`src/rtl/acpc_pkg.sv`:
```
// constants, types and register map of the converter control block
// Overview of operation
// - selector bits 5..2 of control zero route inputs 0..12 to the converter
// - selector codes 13..15 pick no input; conversion returns a floating reading
// - 28-pin variant treats selector codes 5..7 as unimplemented
// - 10 inputs on 28-pin, 13 on 40/44-pin; 10-bit result
// - while enabled, bit 1 of control zero reads 1 while converting
// - bit 0 of control zero enables or disables the converter
// - bits 7..6 of control zero and one ignore writes, read zero
// - control one bit 5 selects negative reference: input 2 pin or ground
// - control one bit 4 selects positive reference: input 3 pin or supply
// - port code 0..2 all analog; each step above turns next top input digital
// - reset loads port code 0000 with strap high, 0111 with strap low
// - conversion end loads result pair, clears start bit, sets done flag
// - reset returns all registers to reset state, aborting any conversion
// - control two bit 7: 1 right-justified result, 0 left-justified
// - acquisition code 000 starts conversion at once on start bit
package acpc_pkg;
    // register byte offsets
    localparam logic [7:0] ACPC_OFF_CTRL0 = 8'h00;
    localparam logic [7:0] ACPC_OFF_CTRL1 = 8'h04;
    localparam logic [7:0] ACPC_OFF_CTRL2 = 8'h08;
    localparam logic [7:0] ACPC_OFF_RESH  = 8'h0C;
    localparam logic [7:0] ACPC_OFF_RESL  = 8'h10;
    localparam logic [7:0] ACPC_OFF_ISTAT = 8'h14;
    localparam logic [7:0] ACPC_OFF_IMASK = 8'h18;
    // field positions
    localparam int ACPC_EN_BIT   = 0;
    localparam int ACPC_GO_BIT   = 1;
    localparam int ACPC_CHS_LSB  = 2;
    localparam int ACPC_PREF_BIT = 4;
    localparam int ACPC_NREF_BIT = 5;
    localparam int ACPC_PCFG_LSB = 0;
    localparam int ACPC_JUST_BIT = 7;
    localparam int ACPC_ACQT_LSB = 3;
    localparam int ACPC_ADCS_LSB = 0;
    localparam int ACPC_DONE_BIT = 0;
    // reset values
    localparam logic [3:0] ACPC_CHS_RST   = 4'h0;
    localparam logic [7:0] ACPC_CTRL2_RST = 8'h00;
    localparam logic [3:0] ACPC_PCFG_ST1  = 4'h0;
    localparam logic [3:0] ACPC_PCFG_ST0  = 4'h7;
    localparam logic       ACPC_VCFG_RST  = 1'b0;
    // channel and port decode
    localparam logic [3:0] ACPC_CHS_LAST  = 4'hC;
    localparam logic [3:0] ACPC_GAP_LO    = 4'h5;
    localparam logic [3:0] ACPC_GAP_HI    = 4'h7;
    localparam logic [3:0] ACPC_PCFG_AMAX = 4'h2;
    localparam logic [4:0] ACPC_PCFG_BASE = 5'h0F;
    localparam logic [4:0] ACPC_NUM_IN    = 5'h0D;
    // timing counts in converter clock periods; settle count in clock cycles
    localparam logic [4:0] ACPC_ACQ_TAD [0:7] = '{5'h00, 5'h02, 5'h04, 5'h06,
                                                 5'h08, 5'h0C, 5'h10, 5'h14};
    localparam logic [4:0] ACPC_POST_TAD = 5'h03;
    localparam logic [1:0] ACPC_SETTLE   = 2'h2;
    typedef enum logic [1:0] {ACPC_IDLE, ACPC_ACQ, ACPC_CONV, ACPC_HOLD} acpc_state_t;
endpackage

```
`src/rtl/acpc_top.sv`:
```
// converter control registers, sequencer and port decode behind apb
//
// The APB slave port and the placing of the registers were chosen for this implementation.
`timescale 1ns/100ps
`default_nettype none
module acpc_top
    import acpc_pkg::*;
#(
    parameter bit         PIN28   = 1'b0,
    parameter logic [6:0] FRC_DIV = 7'h20
) (
    input  wire logic        MCLK,
    input  wire logic        RESETN,
    input  wire logic        CE,
    input  wire logic        PSEL,
    input  wire logic        PENABLE,
    input  wire logic        PWRITE,
    input  wire logic [7:0]  PADDR,
    input  wire logic [31:0] PWDATA,
    output logic      [31:0] PRDATA,
    output logic             PREADY,
    output logic             PSLVERR,
    input  wire logic        PORT_ANALOG_STRAP,
    input  wire logic        CONV_DONE,
    input  wire logic [9:0]  CONV_RESULT,
    output logic      [3:0]  CH_SEL,
    output logic             CH_VALID,
    output logic             SAMPLE,
    output logic             CONV_START,
    output logic             NEG_REF_SEL,
    output logic             POS_REF_SEL,
    output logic      [12:0] ANALOG_CFG,
    output logic             IRQ
);
    // register state
    logic        en_r, en_nxt;
    logic        go_r, go_nxt;
    logic [3:0]  chs_r, chs_nxt;
    logic        nref_r, nref_nxt;
    logic        pref_r, pref_nxt;
    logic [3:0]  pcfg_r, pcfg_nxt;
    logic [7:0]  ctrl2_r, ctrl2_nxt;
    logic [7:0]  resh_r, resh_nxt;
    logic [7:0]  resl_r, resl_nxt;
    logic        istat_r, istat_nxt;
    logic        imask_r, imask_nxt;
    acpc_state_t state_r, state_nxt;
    logic [4:0]  cnt_r, cnt_nxt;
    logic        start_r, start_nxt;
    logic [1:0]  init_cnt_r, init_cnt_nxt;
    logic        init_done_r, init_done_nxt;
    // bus state
    logic [31:0] prdata_r, prdata_nxt;
    logic        pready_r, pready_nxt;
    logic        pslverr_r, pslverr_nxt;
    // registered outputs
    logic [3:0]  chsel_r;
    logic        chvalid_r;
    logic        sample_r;
    logic        nref_o_r;
    logic        pref_o_r;
    logic [12:0] acfg_r;
    logic        irq_r;
    // strap synchroniser
    logic        strap_s1_r;
    logic        strap_s2_r;
    // decode
    logic        wr;
    logic        mapped;
    logic        go_set;
    logic        tick;
    logic        chs_ok;
    logic [12:0] acfg_calc;
    logic [4:0]  acq_len;
    logic [2:0]  acqt;
    logic [7:0]  rd_byte;

    acpc_tad #(
        .FRC_DIV (FRC_DIV)
    ) u_tad (
        .clk   (MCLK),
        .rst_n (RESETN),
        .ce    (CE),
        .run   (state_r != ACPC_IDLE),
        .sel   (ctrl2_r[ACPC_ADCS_LSB +: 3]),
        .tick  (tick)
    );

    // write strobe only at the completing edge of the access phase
    assign wr     = PSEL & PENABLE & pready_r & PWRITE;
    assign mapped = (PADDR <= ACPC_OFF_IMASK) && (PADDR[1:0] == 2'b00);
    assign acqt   = ctrl2_r[ACPC_ACQT_LSB +: 3];
    assign acq_len = ACPC_ACQ_TAD[acqt];
    // start bit only takes while already enabled
    assign go_set = wr && (PADDR == ACPC_OFF_CTRL0) && PWDATA[ACPC_GO_BIT]
                    && en_r && !go_r;

    // implemented channel check, gap only on the small package
    always_comb begin
        chs_ok = (chs_r <= ACPC_CHS_LAST);
        if (PIN28 && chs_r >= ACPC_GAP_LO && chs_r <= ACPC_GAP_HI) begin
            chs_ok = 1'b0;
        end
    end

    // per-input analog/digital decode
    genvar gi;
    generate
        for (gi = 0; gi < 13; gi++) begin : g_cfg
            always_comb begin
                if (pcfg_r <= ACPC_PCFG_AMAX) begin
                    acfg_calc[gi] = 1'b1;
                end else begin
                    acfg_calc[gi] = (5'(gi) < (ACPC_PCFG_BASE - {1'b0, pcfg_r}));
                end
            end
        end
    endgenerate

    // read mux, unused bits read zero
    always_comb begin
        rd_byte = 8'h00;
        unique case (PADDR)
            ACPC_OFF_CTRL0: rd_byte = {2'b00, chs_r, go_r, en_r};
            ACPC_OFF_CTRL1: rd_byte = {2'b00, nref_r, pref_r, pcfg_r};
            ACPC_OFF_CTRL2: rd_byte = {ctrl2_r[7], 1'b0, ctrl2_r[5:0]};
            ACPC_OFF_RESH:  rd_byte = resh_r;
            ACPC_OFF_RESL:  rd_byte = resl_r;
            ACPC_OFF_ISTAT: rd_byte = {7'h00, istat_r};
            ACPC_OFF_IMASK: rd_byte = {7'h00, imask_r};
            default:        rd_byte = 8'h00;
        endcase
    end

    // apb: answer prepared in setup, ready for the first access edge
    always_comb begin
        pready_nxt  = PSEL & ~PENABLE;
        prdata_nxt  = prdata_r;
        pslverr_nxt = 1'b0;
        if (PSEL && !PENABLE) begin
            prdata_nxt  = {24'h000000, rd_byte};
            pslverr_nxt = !mapped;
        end
    end

    // registers and sequencer
    always_comb begin
        en_nxt        = en_r;
        go_nxt        = go_r;
        chs_nxt       = chs_r;
        nref_nxt      = nref_r;
        pref_nxt      = pref_r;
        pcfg_nxt      = pcfg_r;
        ctrl2_nxt     = ctrl2_r;
        resh_nxt      = resh_r;
        resl_nxt      = resl_r;
        istat_nxt     = istat_r;
        imask_nxt     = imask_r;
        state_nxt     = state_r;
        cnt_nxt       = cnt_r;
        start_nxt     = 1'b0;
        init_cnt_nxt  = init_cnt_r;
        init_done_nxt = init_done_r;
        // software writes; top bits of control zero and one dropped
        if (wr) begin
            unique case (PADDR)
                ACPC_OFF_CTRL0: begin
                    chs_nxt = PWDATA[ACPC_CHS_LSB +: 4];
                    en_nxt  = PWDATA[ACPC_EN_BIT];
                end
                ACPC_OFF_CTRL1: begin
                    nref_nxt = PWDATA[ACPC_NREF_BIT];
                    pref_nxt = PWDATA[ACPC_PREF_BIT];
                    pcfg_nxt = PWDATA[ACPC_PCFG_LSB +: 4];
                end
                ACPC_OFF_CTRL2: ctrl2_nxt = {PWDATA[7], 1'b0, PWDATA[5:0]};
                ACPC_OFF_ISTAT: istat_nxt = istat_r & ~PWDATA[ACPC_DONE_BIT];
                ACPC_OFF_IMASK: imask_nxt = PWDATA[ACPC_DONE_BIT];
                default: ;
            endcase
        end
        if (go_set) begin
            go_nxt = 1'b1;
        end
        // sequencer
        unique case (state_r)
            ACPC_IDLE: begin
                if (go_set) begin
                    cnt_nxt = 5'h00;
                    if (acq_len == 5'h00) begin
                        state_nxt = ACPC_CONV;
                        start_nxt = 1'b1;
                    end else begin
                        state_nxt = ACPC_ACQ;
                    end
                end
            end
            ACPC_ACQ: begin
                if (tick) begin
                    cnt_nxt = cnt_r + 5'h01;
                    if (cnt_r + 5'h01 >= acq_len) begin
                        state_nxt = ACPC_CONV;
                        start_nxt = 1'b1;
                    end
                end
            end
            ACPC_CONV: begin
                if (CONV_DONE) begin
                    // right or left justification chosen at load
                    if (ctrl2_r[ACPC_JUST_BIT]) begin
                        resh_nxt = {6'h00, CONV_RESULT[9:8]};
                        resl_nxt = CONV_RESULT[7:0];
                    end else begin
                        resh_nxt = CONV_RESULT[9:2];
                        resl_nxt = {CONV_RESULT[1:0], 6'h00};
                    end
                    go_nxt    = 1'b0;
                    istat_nxt = 1'b1;
                    state_nxt = ACPC_HOLD;
                    cnt_nxt   = 5'h00;
                end
            end
            ACPC_HOLD: begin
                // settle gap before a new acquisition may start
                if (tick) begin
                    cnt_nxt = cnt_r + 5'h01;
                    if (cnt_r + 5'h01 >= ACPC_POST_TAD) begin
                        cnt_nxt = 5'h00;
                        if (!go_r) begin
                            state_nxt = ACPC_IDLE;
                        end else if (acq_len == 5'h00) begin
                            state_nxt = ACPC_CONV;
                            start_nxt = 1'b1;
                        end else begin
                            state_nxt = ACPC_ACQ;
                        end
                    end
                end
            end
        endcase
        // disabling aborts whatever is running
        if (!en_nxt) begin
            go_nxt    = 1'b0;
            state_nxt = ACPC_IDLE;
            start_nxt = 1'b0;
        end
        // strap sampled once the synchroniser has filled
        if (!init_done_r) begin
            if (init_cnt_r == ACPC_SETTLE) begin
                pcfg_nxt = strap_s2_r ? ACPC_PCFG_ST1 : ACPC_PCFG_ST0;
                init_done_nxt = 1'b1;
            end else begin
                init_cnt_nxt = init_cnt_r + 2'h1;
            end
        end
    end

    // registers, sequencer and bus state; reset aborts any conversion
    always_ff @(posedge MCLK or negedge RESETN) begin
        if (!RESETN) begin
            en_r        <= 1'b0;
            go_r        <= 1'b0;
            chs_r       <= ACPC_CHS_RST;
            nref_r      <= ACPC_VCFG_RST;
            pref_r      <= ACPC_VCFG_RST;
            pcfg_r      <= ACPC_PCFG_ST1;
            ctrl2_r     <= ACPC_CTRL2_RST;
            resh_r      <= 8'h00;
            resl_r      <= 8'h00;
            istat_r     <= 1'b0;
            imask_r     <= 1'b0;
            state_r     <= ACPC_IDLE;
            cnt_r       <= 5'h00;
            start_r     <= 1'b0;
            init_cnt_r  <= 2'h0;
            init_done_r <= 1'b0;
            prdata_r    <= 32'h00000000;
            pready_r    <= 1'b0;
            pslverr_r   <= 1'b0;
        end else if (CE) begin
            en_r        <= en_nxt;
            go_r        <= go_nxt;
            chs_r       <= chs_nxt;
            nref_r      <= nref_nxt;
            pref_r      <= pref_nxt;
            pcfg_r      <= pcfg_nxt;
            ctrl2_r     <= ctrl2_nxt;
            resh_r      <= resh_nxt;
            resl_r      <= resl_nxt;
            istat_r     <= istat_nxt;
            imask_r     <= imask_nxt;
            state_r     <= state_nxt;
            cnt_r       <= cnt_nxt;
            start_r     <= start_nxt;
            init_cnt_r  <= init_cnt_nxt;
            init_done_r <= init_done_nxt;
            prdata_r    <= prdata_nxt;
            pready_r    <= pready_nxt;
            pslverr_r   <= pslverr_nxt;
        end
    end

    // strap pin is asynchronous, two stages before use
    always_ff @(posedge MCLK or negedge RESETN) begin
        if (!RESETN) begin
            strap_s1_r <= 1'b0;
            strap_s2_r <= 1'b0;
        end else if (CE) begin
            strap_s1_r <= PORT_ANALOG_STRAP;
            strap_s2_r <= strap_s1_r;
        end
    end

    // outputs to the analog side and the interrupt, one register stage
    always_ff @(posedge MCLK or negedge RESETN) begin
        if (!RESETN) begin
            chsel_r   <= 4'h0;
            chvalid_r <= 1'b0;
            sample_r  <= 1'b0;
            nref_o_r  <= 1'b0;
            pref_o_r  <= 1'b0;
            acfg_r    <= 13'h0000;
            irq_r     <= 1'b0;
        end else if (CE) begin
            chsel_r   <= chs_r;
            chvalid_r <= chs_ok;
            sample_r  <= en_r && (state_r == ACPC_IDLE || state_r == ACPC_ACQ);
            nref_o_r  <= nref_r;
            pref_o_r  <= pref_r;
            acfg_r    <= acfg_calc;
            irq_r     <= istat_r & imask_r;
        end
    end

    assign PRDATA      = prdata_r;
    assign PREADY      = pready_r;
    assign PSLVERR     = pslverr_r;
    assign CH_SEL      = chsel_r;
    assign CH_VALID    = chvalid_r;
    assign SAMPLE      = sample_r;
    assign CONV_START  = start_r;
    assign NEG_REF_SEL = nref_o_r;
    assign POS_REF_SEL = pref_o_r;
    assign ANALOG_CFG  = acfg_r;
    assign IRQ         = irq_r;
endmodule // acpc_top
`default_nettype wire

```
`src/rtl/acpc_tad.sv`:
```
// converter clock period tick generator
`timescale 1ns/100ps
`default_nettype none
module acpc_tad #(
    parameter logic [6:0] FRC_DIV = 7'h20
) (
    input  wire logic       clk,
    input  wire logic       rst_n,
    input  wire logic       ce,
    input  wire logic       run,
    input  wire logic [2:0] sel,
    output logic            tick
);
    logic [6:0] div;
    logic [6:0] cnt_r;
    logic [6:0] cnt_nxt;
    logic       tick_r;
    logic       tick_nxt;

    // divider per clock select code
    always_comb begin
        unique case (sel)
            3'h0: div = 7'h02;
            3'h1: div = 7'h08;
            3'h2: div = 7'h20;
            3'h4: div = 7'h04;
            3'h5: div = 7'h10;
            3'h6: div = 7'h40;
            default: div = FRC_DIV; // rc source stands in as a fixed divider
        endcase
    end

    // restart from zero whenever idle so acquisition is deterministic
    always_comb begin
        cnt_nxt  = 7'h00;
        tick_nxt = 1'b0;
        if (run) begin
            if (cnt_r == div - 7'h01) begin
                tick_nxt = 1'b1;
            end else begin
                cnt_nxt = cnt_r + 7'h01;
            end
        end
    end

    always_ff @(posedge clk or negedge rst_n) begin
        if (!rst_n) begin
            cnt_r  <= 7'h00;
            tick_r <= 1'b0;
        end else if (ce) begin
            cnt_r  <= cnt_nxt;
            tick_r <= tick_nxt;
        end
    end

    assign tick = tick_r & run;
endmodule // acpc_tad
`default_nettype wire

```
`config.mk`:
```
export PLATFORM = sky130hd
export DESIGN_NAME = acpc_top
export DESIGN_NICKNAME = d
export VERILOG_FILES = /design/src/rtl/acpc_pkg.sv /design/src/rtl/acpc_top.sv /design/src/rtl/acpc_tad.sv
export SDC_FILE = /design/constraint.sdc
export NUM_CORES = 1
export LEC_CHECK = 0
export BUFFER_PORTS_ARGS = -buffer_cell sky130_fd_sc_hd__buf_2
export CAP_MARGIN = 40
export CORE_UTILIZATION = 54
export CTS_CLUSTER_DIAMETER = 80
export DETAILED_ROUTE_END_ITERATION = 16
export PLACE_DENSITY_LB_ADDON = 0.3
export SYNTH_ARGS = -nofsm -noshare
export SYNTH_HDL_FRONTEND = slang
export SYNTH_SLANG_ARGS = --single-unit
```
`constraint.sdc`:
```
create_clock -name MCLK -period 2.6 [get_ports MCLK]
set_input_delay 0.52 -clock MCLK [delete_from_list [all_inputs] [get_ports MCLK]]
set_output_delay 0.52 -clock MCLK [all_outputs]
set_load 0.01 [all_outputs]
```
==> metrics.txt <==
# TYPE chip_impl_metric gauge
chip_impl_metric{name="port_buffers",unit=""} 65
chip_impl_info{name="ys_dominant_reg_cell",value="dfrtp_1"} 1
chip_impl_metric{name="place.gp.congestion",unit=""} 0.9191
chip_impl_metric{name="yosys_register_bits",unit=""} 90
chip_impl_metric{name="synth_cell_types",unit=""} 66
chip_impl_metric{name="h_tree_levels",unit=""} 3
chip_impl_metric{name="synth-edff-count",unit=""} 0
chip_impl_metric{name="die_area",unit="sq mm"} 0.009177
chip_impl_metric{name="clkTransAtPathRegs",unit="ps"} 100
chip_impl_metric{name="final-instance-count-excl-fill",unit=""} 632
chip_impl_metric{name="report.final.hold_viol_count",unit=""} 0
chip_impl_metric{name="place.detailed.instances",unit=""} 616
chip_impl_metric{name="cts_buffers",unit=""} 9
chip_impl_metric{name="grt_pass1_wl",unit="microns"} 17430
chip_impl_metric{name="grtUsageTotal",unit=""} 0.2527
chip_impl_metric{name="period_minus_slack",unit="ps"} 2378
chip_impl_metric{name="proportion_of_layout_cells_with_a_drive_suffix_above_1",unit=""} 0.2334
chip_impl_metric{name="async_reset_ff_frac",unit=""} 1.000
chip_impl_metric{name="vdd.ir_drop.worst",unit="uV"} 302.0
chip_impl_metric{name="report.power.total",unit="uW"} 2668
chip_impl_metric{name="detailedRoute.firstPassIterationCount",unit=""} 6
chip_impl_metric{name="cts_hold_buf",unit=""} 0
chip_impl_metric{name="critical_path_arrival",unit="ps"} 2610
chip_impl_metric{name="detail-route-antenna-nets",unit=""} 0
chip_impl_metric{name="routed-via-count",unit=""} 3720
chip_impl_metric{name="area_added_between_synthesis_and_finish",unit="%"} 10.98
chip_impl_metric{name="design.final.nets",unit=""} 588
chip_impl_metric{name="boundaryPins",unit=""} 115
chip_impl_metric{name="cts-root-to-sink-buffers",unit=""} 2
chip_impl_metric{name="clock-skew-final",unit="ps"} 13.75
chip_impl_info{name="cts_root_buffer",value="clkbuf_8"} 1
chip_impl_info{name="critPathKind",value="flip-flop to flip-flop"} 1
chip_impl_metric{name="detail_route.drc_violations",unit=""} 0
chip_impl_metric{name="dr.first_iter.drc_count",unit=""} 364
chip_impl_metric{name="antenna_diode_count",unit=""} 0
chip_impl_metric{name="vias_in_the_first_global_route",unit=""} 3567
chip_impl_metric{name="max_freq",unit="MHz"} 420.6
chip_impl_metric{name="placement_rows",unit=""} 33
chip_impl_metric{name="starting_utilization_of_the_core_area",unit=""} 0.5668
chip_impl_metric{name="post_drt_via_cell_ratio",unit=""} 5.886
chip_impl_metric{name="seq_area_frac_synth",unit=""} 0.4741
chip_impl_metric{name="die-height",unit="microns"} 95.80
chip_impl_info{name="critPathLaunchType",value="flip-flop"} 1
chip_impl_metric{name="crit_path_max_fanout",unit=""} 7
chip_impl_metric{name="synth_area",unit="sq mm"} 0.004751
chip_impl_metric{name="slew_headroom",unit=""} 0.6314
chip_impl_info{name="rsz0062_at_grt",value="no"} 1
chip_impl_metric{name="synth_cells",unit=""} 470
chip_impl_metric{name="die_x",unit="microns"} 95.80
chip_impl_metric{name="layout_worst_path_cycle_share",unit=""} 0.9145
chip_impl_metric{name="area_taken_by_multi_input_logic_gates",unit="sq mm"} 0.002246
chip_impl_metric{name="maximum_number_of_pins_on_one_net_before_global_route_repair",unit=""} 50
chip_impl_info{name="end_kind",value="flip-flop"} 1
chip_impl_info{name="leading_cell_type_in_the_layout_fill_and_taps_excluded",value="dfrtp_1"} 1
chip_impl_metric{name="synthesis.yosys.warnings",unit=""} 0
chip_impl_metric{name="synthesis.area_per_instance",unit="sq um"} 10.11
chip_impl_metric{name="num-fill-cells",unit=""} 695
chip_impl_metric{name="worst_slew_pin_slew",unit="ps"} 549.1
chip_impl_metric{name="detail_route.wl_per_cell",unit="microns"} 16.75
chip_impl_info{name="timing.hold.worst.class",value="input port to asynchronous set/reset pin"} 1
chip_impl_metric{name="cts_num_sinks",unit=""} 90
chip_impl_info{name="result_of_the_run",value="complete, no violations"} 1
chip_impl_metric{name="p_leak",unit="uW"} 0.002517
chip_impl_metric{name="grt_overflow_total",unit=""} 0
chip_impl_metric{name="timing_max_transition_violations_final",unit=""} 0
chip_impl_metric{name="final-setup-viol-count",unit=""} 0
chip_impl_metric{name="regArea",unit="sq mm"} 0.002253
chip_impl_metric{name="place.detailed.hpwl",unit="microns"} 7553
chip_impl_metric{name="grt_antenna_before_repair",unit=""} 0
chip_impl_metric{name="power_density",unit="mW/mm^2"} 506.1
chip_impl_metric{name="route.final.wire_length",unit="microns"} 10590
chip_impl_metric{name="timing.critical_path.required",unit="ps"} 2830
chip_impl_metric{name="insertion_delay",unit="ps"} 370
chip_impl_metric{name="setup_tns",unit="ps"} 0
chip_impl_info{name="layout_common_cells",value="dfrtp_1 (89), buf_2 (64), nand2_1 (39), o21ai_0 (30), conb_1 (24)"} 1
chip_impl_metric{name="maxCapViolations",unit=""} 0
chip_impl_info{name="tritoncts",value="yes"} 1
chip_impl_metric{name="total_core_area",unit="sq mm"} 0.008382
==> registers in the layout, indices dropped and copies added, names as in the netlist, 2 cells and up <==
signal,flops
ANALOG_CFG,13
CH_SEL,4
PRDATA,8
chs_r,4
cnt_r,5
ctrl2_r,7
init_cnt_r,2
pcfg_r,4
resh_r,8
resl_r,8
state_r,2
u_tad.cnt_r,7
==> through the flow <==
stage                     cell area (sq um)  setup WS, ps  utilization  hold slack [ps]
after floorplan                        4837         385.7            -            224.4
after global placement                 5069         236.7       0.6047            447.0
after detailed placement               5069         151.3       0.6047            456.7
after CTS                              5261         130.7       0.6277            139.0
after global routing                   5273         57.51       0.6290            159.0
final                                  5273         222.3       0.6290            126.2
==> cell families (layout without fill, tap and decap cells) <==
family	count (synthesis)	in the layout	synth area share
and+or+nand+nor	135	135	0.1512
AOI/OAI and AO/OA	124	124	0.1817
DFF	90	90	0.4741
buffers and inverters	68	102	0.07348
muxes	36	36	0.08296
adders and majority gates	8	8	0.02107
xor gates and xnor gates	8	8	0.01475
other	1	24	0.0007893
==> report_power, final <==
part | total, uW | leakage (uW) | switching [uW] | internal (uW)
sequential | 1500 | 0.00117 | 44.2 | 1450
clock | 936 | 0.0000934 | 542 | 394
combinational | 236 | 0.00126 | 145 | 90.9
==> cells in the mapped netlist, types with 13 or more instances <==
master | instances | area [sq um]
buf_4 | 24 | 180.2
mux2_2 | 23 | 259.0
a21oi_1 | 19 | 95.09
nor2_1 | 22 | 82.58
o21ai_0 | 30 | 150.1
a21o_1 | 13 | 97.59
dfrtp_1 | 90 | 2252
nand3_1 | 13 | 65.06
nand2_1 | 39 | 146.4
inv_1 | 13 | 48.80
clkbuf_1 | 27 | 101.4
==> path summary, 6_finish.rpt <==
check / from / endpoint / slack, ps / cells after the start
setup / recovery: cnt_r[0] / state_r[1] / 220 / 9
setup reg to reg: cnt_r[0] / state_r[1] / 220 / 9
min in group MCLK: CONV_RESULT[0] / resl_r[0] / 400 / 3
hold / removal: RESETN / cnt_r[3] / 130 / 1
max in group asynchronous: RESETN / chs_r[0] / 1810 / 2
hold reg to reg: init_done_r / init_done_r / 480 / 1
==> cell type report <==
type / count / share of cell area
inverters: 13 / 0.009255
well taps: 105 / 0.02492
multi-input cells: 335 / 0.4260
clock buffers: 10 / 0.02610
clock inverters: 6 / 0.01044
repair buffers: 73 / 0.07594
flip-flops and latches: 90 / 0.4274
==> worst max-delay path, stage by stage (launching register included) <==
cell      delay, ps
dfrtp_2         460
ha_2            230
nand3_1         130
xor2_2          240
inv_1            80
ha_1            330
a211o_1         290
a31oi_1         220
a311o_1         160
o221ai_1        120
==> what timing repair did <==
| item | 4_1_cts | 5_1_grt |
|---|---|---|
| gates resized for setup | 0 | 3 |
| endpoints found under the setup margin | 0 | 2 |
| setup buffers | 0 | 0 |
==> routing by layer <==
metal	track usage	up-vias	share of wire	wire length [microns]
met2	0.3976	158	0.46	4869
met1	0.3431	1780	0.46	4874
met3	0.04897	21	0.056	596
met4	0.1045	0	0.023	245
li1	-	1761	-	-
met5	0	-	0	0
No activity file was read; power rests on OpenSTA's default activity.
